==> src/verilog/pbccd_defs.svh <==
// constants of the packet buffer copy and checksum engine
// Function
// copy bytes within the 8-Kbyte packet buffer
// compute 16-bit internet-style checksum over range
// source pointers select range, destination places copy
// pointers address only the packet buffer
// start loads source start into internal pointer
// one byte per step, then pointer increments
// pointer at ring end reloads ring start
// ends at source end; unreachable means endless
// clearing go/busy aborts, registers unchanged
// firmware keeps pointers and mode steady while busy
// firmware never starts with start equal end
// firmware waits four cycles before restarting
// firmware avoids data port during copy
// destination linear, wraps only 8191 to 0
// firmware programs pointers, clears mode, sets go
// firmware enables interrupts, clears flag, then starts
// pending transmit defers the copy
// completion clears go/busy, sets flag, interrupts
// completion of copy leaves pointers, result unchanged
// copy takes one cycle per byte
// receive write stalls engine that cycle
// go/busy starts and shows busy; mode selects checksum
// checksum is complemented ones-complement big-endian sum
`ifndef PBCCD_DEFS_SVH
`define PBCCD_DEFS_SVH

// ----------------------------------------------------------------
// widths
// ----------------------------------------------------------------
`define PBCCD_AW 13
`define PBCCD_DW 16
`define PBCCD_RAW 4

// ----------------------------------------------------------------
// register map
// ----------------------------------------------------------------
`define PBCCD_REG_CTRL 4'h0
`define PBCCD_REG_IRQEN 4'h1
`define PBCCD_REG_FLAG 4'h2
`define PBCCD_REG_SRC_START 4'h3
`define PBCCD_REG_SRC_END 4'h4
`define PBCCD_REG_DST_START 4'h5
`define PBCCD_REG_RX_START 4'h6
`define PBCCD_REG_RX_END 4'h7
`define PBCCD_REG_SUM 4'h8
`define PBCCD_REG_IPTR 4'h9

// ----------------------------------------------------------------
// field positions and values
// ----------------------------------------------------------------
`define PBCCD_BIT_GO 5
`define PBCCD_BIT_SUM 4
`define PBCCD_BIT_DMA_IE 5
`define PBCCD_BIT_ETH_IE 0
`define PBCCD_BIT_FLAG 5
`define PBCCD_PTR_RST 13'h0000
`define PBCCD_PTR_ONE 13'h0001
`define PBCCD_WORD_RST 16'h0000
`define PBCCD_BYTE_RST 8'h00
`define PBCCD_CNT_ZERO 2'h0
`define PBCCD_CNT_LIMIT 3'h2

`endif

==> src/verilog/pbccd_pkg.sv <==
// types of the packet buffer copy and checksum engine
`default_nettype none
`include "pbccd_defs.svh"

package pbccd_pkg;

  typedef enum logic [1:0] {
    ST_IDLE = 2'b00,
    ST_WAIT_TX = 2'b01,
    ST_RUN = 2'b10
  } pbccd_state_t;

  typedef struct packed {
    pbccd_state_t state;
    logic go;
    logic sumMode;
    logic dmaIrqEn;
    logic ethIrqEn;
    logic flag;
    logic [`PBCCD_AW-1:0] srcStart;
    logic [`PBCCD_AW-1:0] srcEnd;
    logic [`PBCCD_AW-1:0] dstStart;
    logic [`PBCCD_AW-1:0] rxStart;
    logic [`PBCCD_AW-1:0] rxEnd;
    logic [`PBCCD_DW-1:0] sumResult;
    logic [`PBCCD_AW-1:0] srcPtr;
    logic [`PBCCD_AW-1:0] dstPtr;
    logic readsDone;
    logic rdPend;
    logic oddByte;
    logic [`PBCCD_DW-1:0] acc;
    logic [7:0] h0;
    logic [7:0] h1;
    logic [1:0] cnt;
    logic [`PBCCD_DW-1:0] rdData;
    logic memRdEn;
    logic [`PBCCD_AW-1:0] memRdAddr;
    logic memWrEn;
    logic [`PBCCD_AW-1:0] memWrAddr;
    logic [7:0] memWrData;
    logic irq;
  } pbccd_regs_t;

endpackage : pbccd_pkg
`default_nettype wire

==> src/verilog/pbccd_ones_add.sv <==
// ones-complement 16-bit adder with end-around carry
`timescale 1ns/1ps
`default_nettype none
`include "pbccd_defs.svh"

module pbccd_ones_add (
  input wire logic [`PBCCD_DW-1:0] a,
  input wire logic [`PBCCD_DW-1:0] b,
  output logic [`PBCCD_DW-1:0] sum
);

  logic [`PBCCD_DW:0] raw;

  assign raw = {1'b0, a} + {1'b0, b};
  // carry folds back in; cannot carry again since a+b <= 2*ffff
  assign sum = raw[`PBCCD_DW-1:0] + {{(`PBCCD_DW-1){1'b0}}, raw[`PBCCD_DW]};

endmodule : pbccd_ones_add
`default_nettype wire

==> src/verilog/pbccd_top.sv <==
// packet buffer copy and checksum engine with register port
`timescale 1ns/1ps
`default_nettype none
`include "pbccd_defs.svh"

module pbccd_top (
  input wire logic ref_clk,
  input wire logic rst,
  input wire logic [`PBCCD_RAW-1:0] regAddr,
  input wire logic [`PBCCD_DW-1:0] regWrData,
  input wire logic regWr,
  input wire logic regRd,
  output logic [`PBCCD_DW-1:0] regRdData,
  input wire logic txRequest,
  input wire logic rxWriteReq,
  output logic memRdEn,
  output logic [`PBCCD_AW-1:0] memRdAddr,
  input wire logic [7:0] memRdData,
  output logic memWrEn,
  output logic [`PBCCD_AW-1:0] memWrAddr,
  output logic [7:0] memWrData,
  output logic dmaGoBusy,
  output logic dmaIrq
);

  // ----------------------------------------------------------------
  // state
  // ----------------------------------------------------------------
  pbccd_pkg::pbccd_regs_t s_r;
  pbccd_pkg::pbccd_regs_t s_nxt;

  logic running;
  logic stall;
  logic arrive;
  logic have;
  logic pop;
  logic issue;
  logic doneEv;
  logic ctrlWr;
  logic startEv;
  logic abortEv;
  logic [2:0] cntAfter;
  logic [7:0] head;
  logic [7:0] e0;
  logic [7:0] e1;
  logic [`PBCCD_DW-1:0] addend;
  logic [`PBCCD_DW-1:0] accSum;

  // ----------------------------------------------------------------
  // datapath helpers
  // ----------------------------------------------------------------
  assign running = s_r.state == pbccd_pkg::ST_RUN;
  // receive writes have priority over every engine access
  assign stall = rxWriteReq;
  // read data returns the cycle after the read was presented
  assign arrive = s_r.rdPend;
  assign e0 = (s_r.cnt != `PBCCD_CNT_ZERO) ? s_r.h0 : memRdData;
  assign e1 = (s_r.cnt > 2'h1) ? s_r.h1 : memRdData;
  assign head = e0;
  assign have = running && ((s_r.cnt != `PBCCD_CNT_ZERO) || arrive);
  // summing touches no memory, so it drains even while stalled
  assign pop = have && (s_r.sumMode || !stall);
  assign cntAfter = {1'b0, s_r.cnt} + {2'h0, arrive} - {2'h0, pop};
  // outstanding bytes never exceed the two holding slots
  assign issue = running && !s_r.readsDone && !stall
    && ((cntAfter + {2'h0, s_r.memRdEn}) < `PBCCD_CNT_LIMIT);
  assign doneEv = running && s_r.readsDone && !s_r.memRdEn && (cntAfter == 3'h0);
  assign ctrlWr = regWr && (regAddr == `PBCCD_REG_CTRL);
  assign startEv = ctrlWr && regWrData[`PBCCD_BIT_GO] && (s_r.state == pbccd_pkg::ST_IDLE);
  assign abortEv = ctrlWr && !regWrData[`PBCCD_BIT_GO]
    && (s_r.state != pbccd_pkg::ST_IDLE) && !doneEv;
  // big-endian pairing: even byte is the high half
  assign addend = s_r.oddByte ? {`PBCCD_BYTE_RST, head} : {head, `PBCCD_BYTE_RST};

  pbccd_ones_add u_add (
    .a(s_r.acc),
    .b(addend),
    .sum(accSum)
  );

  // ----------------------------------------------------------------
  // next state
  // ----------------------------------------------------------------
  always_comb
  begin
    s_nxt = s_r;
    s_nxt.memRdEn = 1'b0;
    s_nxt.memWrEn = 1'b0;
    s_nxt.rdData = `PBCCD_WORD_RST;
    s_nxt.rdPend = s_r.memRdEn;

    if (s_r.state == pbccd_pkg::ST_WAIT_TX && !txRequest)
    begin
      s_nxt.state = pbccd_pkg::ST_RUN;
    end

    if (running)
    begin
      if (issue)
      begin
        s_nxt.memRdEn = 1'b1;
        s_nxt.memRdAddr = s_r.srcPtr;
        if (s_r.srcPtr == s_r.srcEnd)
        begin
          s_nxt.readsDone = 1'b1;
        end
        else if (s_r.srcPtr == s_r.rxEnd)
        begin
          s_nxt.srcPtr = s_r.rxStart;
        end
        else
        begin
          s_nxt.srcPtr = s_r.srcPtr + `PBCCD_PTR_ONE;
        end
      end
      s_nxt.h0 = pop ? e1 : e0;
      s_nxt.h1 = e1;
      s_nxt.cnt = cntAfter[1:0];
      if (pop)
      begin
        s_nxt.oddByte = !s_r.oddByte;
        if (s_r.sumMode)
        begin
          s_nxt.acc = accSum;
        end
        else
        begin
          s_nxt.memWrEn = 1'b1;
          s_nxt.memWrAddr = s_r.dstPtr;
          s_nxt.memWrData = head;
          // 13-bit counter rolls 8191 to 0, ring bounds ignored
          s_nxt.dstPtr = s_r.dstPtr + `PBCCD_PTR_ONE;
        end
      end
      if (doneEv)
      begin
        s_nxt.state = pbccd_pkg::ST_IDLE;
        s_nxt.go = 1'b0;
        if (s_r.sumMode)
        begin
          s_nxt.sumResult = ~(pop ? accSum : s_r.acc);
        end
      end
    end

    // register writes
    if (regWr)
    begin
      case (regAddr)
        `PBCCD_REG_CTRL:
        begin
          s_nxt.sumMode = regWrData[`PBCCD_BIT_SUM];
          if (startEv)
          begin
            s_nxt.go = 1'b1;
            s_nxt.srcPtr = s_r.srcStart;
            s_nxt.dstPtr = s_r.dstStart;
            s_nxt.readsDone = 1'b0;
            s_nxt.oddByte = 1'b0;
            s_nxt.acc = `PBCCD_WORD_RST;
            s_nxt.cnt = `PBCCD_CNT_ZERO;
            s_nxt.state = txRequest ? pbccd_pkg::ST_WAIT_TX : pbccd_pkg::ST_RUN;
          end
          else if (abortEv)
          begin
            // nothing but the engine stops; copied bytes stay
            s_nxt.go = 1'b0;
            s_nxt.state = pbccd_pkg::ST_IDLE;
            s_nxt.cnt = `PBCCD_CNT_ZERO;
            s_nxt.srcPtr = s_r.srcPtr;
            s_nxt.dstPtr = s_r.dstPtr;
            s_nxt.readsDone = s_r.readsDone;
            s_nxt.acc = s_r.acc;
            s_nxt.memRdEn = 1'b0;
            s_nxt.memWrEn = 1'b0;
          end
        end
        `PBCCD_REG_IRQEN:
        begin
          s_nxt.dmaIrqEn = regWrData[`PBCCD_BIT_DMA_IE];
          s_nxt.ethIrqEn = regWrData[`PBCCD_BIT_ETH_IE];
        end
        `PBCCD_REG_FLAG:
        begin
          s_nxt.flag = regWrData[`PBCCD_BIT_FLAG];
        end
        `PBCCD_REG_SRC_START:
        begin
          s_nxt.srcStart = regWrData[`PBCCD_AW-1:0];
        end
        `PBCCD_REG_SRC_END:
        begin
          s_nxt.srcEnd = regWrData[`PBCCD_AW-1:0];
        end
        `PBCCD_REG_DST_START:
        begin
          s_nxt.dstStart = regWrData[`PBCCD_AW-1:0];
        end
        `PBCCD_REG_RX_START:
        begin
          s_nxt.rxStart = regWrData[`PBCCD_AW-1:0];
        end
        `PBCCD_REG_RX_END:
        begin
          s_nxt.rxEnd = regWrData[`PBCCD_AW-1:0];
        end
        default:
        begin
          s_nxt.flag = s_nxt.flag;
        end
      endcase
    end

    // hardware set beats a same-cycle software clear
    if (doneEv)
    begin
      s_nxt.flag = 1'b1;
    end
    s_nxt.irq = s_nxt.flag && s_nxt.dmaIrqEn && s_nxt.ethIrqEn;

    // register reads, answered next cycle
    if (regRd)
    begin
      case (regAddr)
        `PBCCD_REG_CTRL:
        begin
          s_nxt.rdData[`PBCCD_BIT_GO] = s_r.go;
          s_nxt.rdData[`PBCCD_BIT_SUM] = s_r.sumMode;
        end
        `PBCCD_REG_IRQEN:
        begin
          s_nxt.rdData[`PBCCD_BIT_DMA_IE] = s_r.dmaIrqEn;
          s_nxt.rdData[`PBCCD_BIT_ETH_IE] = s_r.ethIrqEn;
        end
        `PBCCD_REG_FLAG:
        begin
          s_nxt.rdData[`PBCCD_BIT_FLAG] = s_r.flag;
        end
        `PBCCD_REG_SRC_START:
        begin
          s_nxt.rdData = {3'h0, s_r.srcStart};
        end
        `PBCCD_REG_SRC_END:
        begin
          s_nxt.rdData = {3'h0, s_r.srcEnd};
        end
        `PBCCD_REG_DST_START:
        begin
          s_nxt.rdData = {3'h0, s_r.dstStart};
        end
        `PBCCD_REG_RX_START:
        begin
          s_nxt.rdData = {3'h0, s_r.rxStart};
        end
        `PBCCD_REG_RX_END:
        begin
          s_nxt.rdData = {3'h0, s_r.rxEnd};
        end
        `PBCCD_REG_SUM:
        begin
          s_nxt.rdData = s_r.sumResult;
        end
        `PBCCD_REG_IPTR:
        begin
          s_nxt.rdData = {3'h0, s_r.srcPtr};
        end
        default:
        begin
          s_nxt.rdData = `PBCCD_WORD_RST;
        end
      endcase
    end
  end

  // ----------------------------------------------------------------
  // registers
  // ----------------------------------------------------------------
  always_ff @(posedge ref_clk)
  begin
    if (rst)
    begin
      s_r <= '0;
      s_r.state <= pbccd_pkg::ST_IDLE;
      s_r.srcPtr <= `PBCCD_PTR_RST;
      s_r.sumResult <= `PBCCD_WORD_RST;
    end
    else
    begin
      s_r <= s_nxt;
    end
  end

  assign regRdData = s_r.rdData;
  assign memRdEn = s_r.memRdEn;
  assign memRdAddr = s_r.memRdAddr;
  assign memWrEn = s_r.memWrEn;
  assign memWrAddr = s_r.memWrAddr;
  assign memWrData = s_r.memWrData;
  assign dmaGoBusy = s_r.go;
  assign dmaIrq = s_r.irq;
endmodule : pbccd_top
`default_nettype wire

==> config.mk <==
export PLATFORM = sky130hd
export DESIGN_NAME = pbccd_top
export DESIGN_NICKNAME = d
export VERILOG_FILES = /design/src/verilog/pbccd_pkg.sv /design/src/verilog/pbccd_ones_add.sv /design/src/verilog/pbccd_top.sv
export VERILOG_INCLUDE_DIRS = /design/src /design/src/verilog
export SDC_FILE = /design/constraint.sdc
export NUM_CORES = 1
export LEC_CHECK = 0
export BUFFER_PORTS_ARGS = -buffer_cell sky130_fd_sc_hd__buf_2
export CORE_ASPECT_RATIO = 1.4
export CORE_MARGIN = 10
export CORE_UTILIZATION = 30
export DETAILED_ROUTE_END_ITERATION = 10
export GPL_ROUTABILITY_DRIVEN = 0
export PLACE_DENSITY = 0.56
export SYNTH_ARGS = -nofsm -noshare
export SYNTH_HDL_FRONTEND = slang
export SYNTH_SLANG_ARGS = --single-unit
==> constraint.sdc <==
create_clock -name ref_clk -period 5.9 [get_ports ref_clk]
set_clock_uncertainty 0.15 [all_clocks]
set_input_delay 0.59 -clock ref_clk [delete_from_list [all_inputs] [get_ports ref_clk]]
set_output_delay 0.59 -clock ref_clk [all_outputs]
set_load 0.005 [all_outputs]
* Yosys cells after proc, flatten, opt, wreduce, memory -nomap -nowiden *
Index checks and enable logic that the tools add are counted.

operators by class
  add/sub/neg operators = 7
  $lt $le $gt $ge = 2
  equal/unequal tests = 14
  multiplexer cells = 62
  bitwise gates (word level) = 3
  reduce and logical (&&, ||, !) cells = 41

operators by type and width
  operator                                                          count
  27-bit two-way mux                                                5
  13-bit two-way mux                                                10
  16-bit two-way mux                                                5
  72-bit two-way mux                                                1
  10-bit case mux with 7 select lines                               1
  17-bit two-way mux                                                3
  22-bit two-way mux                                                2
  36-bit two-way mux                                                1
  35-bit two-way mux                                                1
  13-bit by 1-bit adder with 13-bit output (second input constant)  2
  13-bit == test                                                    2
  8-bit two-way mux                                                 3
  3-bit case mux with 7 select lines                                1
  16-bit by 16-bit adder with 17-bit output                         1
  1-bit logical AND                                                 17
  16-bit by 1-bit adder with 16-bit output                          1
  4-bit by 3-bit == test with 1-bit output (second input constant)  4
  16-bit inverter                                                   1
  1-bit case mux with 8 select lines                                2
  14-bit two-way mux                                                1
  2-bit two-way mux                                                 7
  2-bit AND reduction                                               7
  1-bit two-way mux                                                 13
  3-bit two-way mux                                                 4
  other kinds (22)                                                  34

storage, ports and cells
  flip-flop bits (word level) = 204
  bits of input ports = 34
  output and inout port bits = 54
  word-level logic and storage cells = 157

* Longest topological paths before layout *
  depth in word-level cells = 16
  gate-level depth with buffers = 24
  gate-level depth less buffers = 23

* Modules after synthesis *
From an unflattened synthesis, not the netlist that was laid out.

second synthesis, totals
  cells, all modules = 1,351
  area, all modules = 10,925.5 um^2

by module, submodules not included
  module          instances  cells an instance  area an instance (um^2)  seq. area each (um^2)
  pbccd_top       1          1,224              9,858.2                  4,083.9
  pbccd_ones_add  1          127                1,067.3                  0.0

* Worst setup path before layout *
Ideal clock, no wire load.

  path kind = register to register
  from = reg s_r[54] (netlist name)
  to = reg s_r[129] (netlist name)
  library setup time = 119 ps
  arrival = 4,606 ps
  required time = 5,631 ps
  path slack = 1,025 ps
  cell stages (with the launch flop) = 23
  buffers on the path = 1
  clock period less this slack = 4,875 ps
  cell sequence = dfxtp_1 -> nor2_1 -> buf_1 -> mux2i_1 -> nor2b_1 -> ha_1 -> fa_1 -> a211oi_4 -> o21ai_2 -> a2111oi_4 -> o31ai_2 -> a21oi_4 -> nor2b_1 -> o21ai_0 -> nand2b_1 -> ha_1 -> and3_1 -> and4_1 -> nor2b_1 -> o2111ai_1 -> xor2_1 -> nor2_1 -> o221a_1

between the ends
  cells in the longest elaborated chain, start to end = 8
  elaborated cells on any way between the ends = 15
  those cells by class = add/sub (4); mux (3); bitwise (1); reduce/logical (7)

ends and longest elaborated chain
  item                                                                                               line              text
  from (decl)                                                                                        pbccd_top.sv:29   pbccd_pkg::pbccd_regs_t s_r;
  from (signal assigned)                                                                             pbccd_top.sv:289  s_r <= s_nxt;
  parallel branches: the longest is 8 deep, another holds 16-bit by 16-bit adder with 17-bit output  n/a

Several ways; the timed one is not identified.
A chain may end at the register's enable or synchronous reset.

* Final worst setup path *
  from = reg s_r[53] (netlist name)
  to = reg s_r[128] (netlist name)

The elaborated chain is that of the path after synthesis.

==> impl_metrics.ini <==
[outcome]
status = finished, final reports clean

[worst_setup_path]
required_ns = 6.16
cpMaxStageDelayCell = ha_1
start_kind = flip-flop
path_class = flip-flop to flip-flop
path_common_cell = ha_1
path_max_fanout = 9
cp.arrival_ns = 5.48
critical_path.endpoint_type = flip-flop
slowest_delay_ns = 0.45
crit_chain = nor2_1 -> buf_4 -> mux2i_1 -> nor2b_1 -> ha_1 -> o211ai_1 -> a21oi_4 -> a2111oi_4 -> o31ai_2 -> a21oi_4 -> nor2b_1 -> o21ai_0 -> nand2b_1 -> ha_1 -> ha_1 -> nand2_1 -> nor3_1 -> nand4_1 -> nor4_1 -> o21ai_1 -> xnor2_1 -> nor2_1 -> o221a_1

[grt]
grt_pass1_vias = 9594
grt_use_total = 0.155
grt-ovfl-total = 0
grt_pass1_wl_um = 55700
grt_max_degree = 75
antenna_found_initial = 0

[yosys]
synth.most_common_cell = nand2_1
synth_top_area_frac = 0.379
ys_top_cells_by_area = dfxtp_1 (38%), nand2_1 (7.9%), a21oi_1 (6.5%), nor2_1 (4.7%), buf_4 (3.5%)
synth_edf_count = 0
synth_cells = 1366
ys.warnings.count = 0
synthDistinctLibCells = 76
synthArstFlopShare = 0
ys.flop_type = dfxtp_1
synthTopCellsByCount = nand2_1 (227), dfxtp_1 (204), a21oi_1 (139), nor2_1 (136), clkbuf_1 (86)
seq_area_frac_synth = 0.379
synth_top_cell_by_area = dfxtp_1
post_synth.cell_area_avg_um2 = 7.88
syn-cell-area_um2 = 10800
syn_nets = 1425
synth-seq-cells = 204

[cts]
cts.htree.levels = 1
cts_made_buffers = 24
cts_tree = done
path_clk_slew_ns = 0.06
clock_path_buffers = 3
ctsHoldBuffers = 0
cts_num_sinks = 204
cts_resized = 0
root_buffer = clkbuf_16
cts_setup_buffers = 0
clock_latency_ns = 0.52

[route]
wl_um = 35200
routed_via_density = 5.35
drc = 0
wire_per_inst_um = 19.2
drtIter0Drc = 868
ant_nets = 0
drt_first_pass_iters = 7
vias = 9815

[floorplanning]
core_um2 = 35600
row_count = 82
die_h_um = 244
start_util = 0.302
fp.dieW_um = 180
die-area_um2 = 44000
io_pins = 88

[timing]
hold_violations = 0
fin_hold_ws_ns = 0.191
fin_crit_ns = 5.22
final-setup-viol-count = 0
tightest_slew_ns = 1.23
slew_viol_final = 0
slew_headroom = 0.180
rsz0062_at_grt = false
fmax_mhz = 192
period_share = 0.885
setup_tns_ns = 0

[placed_design]
placed_area_um2 = 11200
dpl.hpwl_um = 25900
port-buffer-count = 84

[power]
ir_drop_uv = 174
power_uw = 2980
p_leak_uw = 0.00439
powerDensity_nw_per_um2 = 249

[final_layout]
final_area_um2 = 12000
nets = 1413
fillers = 3783
utilization = 0.336
area_delta_synth_final_pct = 11.2
diodes = 0
drive_above_1_share = 0.123

[job]
drv_cap = 0

[hold_path]
worst_hold_path_type = input pin to flip-flop
-- area by class of cell --
type,instances,area (um2),area share
flip-flops and latches,204,4080,0.341
repair buffers,107,596,0.0498
inverters,23,86.3,0.00721
clock inverters,8,65.1,0.00544
multi-input cells,994,5880,0.491
clock buffers,35,683,0.0571
well taps,462,578,0.0483
-- registers in the layout, indices dropped and copies added, names as in the netlist --
| name | flops |
|---|---|
| s_r | 149 |
| dmaGoBusy | 1 |
| memWrAddr | 13 |
| arrive | 1 |
| memWrData | 8 |
| memRdEn | 1 |
| regRdData | 16 |
| memRdAddr | 13 |
| memWrEn | 1 |
| dmaIrq | 1 |
-- per-stage QoR --
stage | instances | worst slack [ns]
after floorplan | 1366 | 1.02
after global placement | 1790 | 0.701
after detailed placement | 1790 | 0.650
after CTS | 1833 | 0.612
after global routing | 1833 | 0.210
final | 1833 | 0.679
-- critical path, delay by kind of cell (launching register included) --
| family | cells | cell delay (ns) |
|---|---|---|
| and+or+nand+nor | 9 | 1.50 |
| AOI/OAI and AO/OA | 8 | 1.45 |
| adders and majority gates | 3 | 0.82 |
| muxes | 1 | 0.41 |
| DFF | 1 | 0.33 |
| xor gates and xnor gates | 1 | 0.23 |
| buffers and inverters | 1 | 0.21 |
-- power breakdown --
part | total (uW) | switching, uW | leakage (uW) | internal (uW)
sequential | 1400 | 10.4 | 0.00164 | 1390
combinational | 160 | 113 | 0.00237 | 47.0
clock | 1430 | 586 | 0.000373 | 843
-- kinds of logic (layout without fill, tap and decap cells) --
group | Yosys count | in the layout | share of synthesized area
compound gates | 373 | 373 | 0.228
mux | 35 | 35 | 0.0342
simple gates | 511 | 511 | 0.209
fa+ha+maj | 25 | 25 | 0.0304
buf+inv | 168 | 173 | 0.0775
flops | 204 | 204 | 0.379
xor+xnor | 50 | 50 | 0.0414
-- final timing paths --
| kind | start | depth (start not counted) | to | slack (ns) |
|---|---|---|---|---|
| max | s_r[53] | 23 | s_r[128] | 0.68 |
| min | memRdData[2] | 3 | s_r[57] | 0.19 |
| max reg2reg | s_r[53] | 23 | s_r[128] | 0.68 |
| min reg2reg | memWrAddr[7] | 2 | memWrAddr[7] | 0.30 |
-- cell usage in the layout (no fill, tap or decap), types with 11 or more instances in the layout --
| master | synthesis | final |
|---|---|---|
| a211oi_1 | 41 | 41 |
| a21oi_1 | 139 | 139 |
| a222oi_1 | 12 | 12 |
| a22oi_1 | 31 | 31 |
| a31oi_1 | 21 | 21 |
| and2_1 | 11 | 11 |
| and3_1 | 12 | 12 |
| buf_2 | 1 | 83 |
| buf_4 | 50 | 24 |
| clkbuf_16 | 0 | 25 |
| dfxtp_1 | 204 | 204 |
| ha_1 | 23 | 23 |
| inv_1 | 22 | 22 |
| mux2i_1 | 30 | 30 |
| nand2_1 | 227 | 227 |
| nand3_1 | 27 | 27 |
| nor2_1 | 136 | 136 |
| nor2b_1 | 15 | 15 |
| nor3_1 | 32 | 31 |
| nor4_1 | 11 | 11 |
| o21ai_0 | 48 | 48 |
| o22ai_1 | 12 | 12 |
| xnor2_1 | 32 | 32 |
| xor2_1 | 17 | 17 |
-- layer usage --
metal	vias up	global-route usage	share of wire
met4	0	0.0771	0.048
li1	4774	-	-
met1	4658	0.176	0.40
met5	-	0	0
met3	84	0.0217	0.047
met2	299	0.278	0.51
Power figures use the tool's default switching activity.
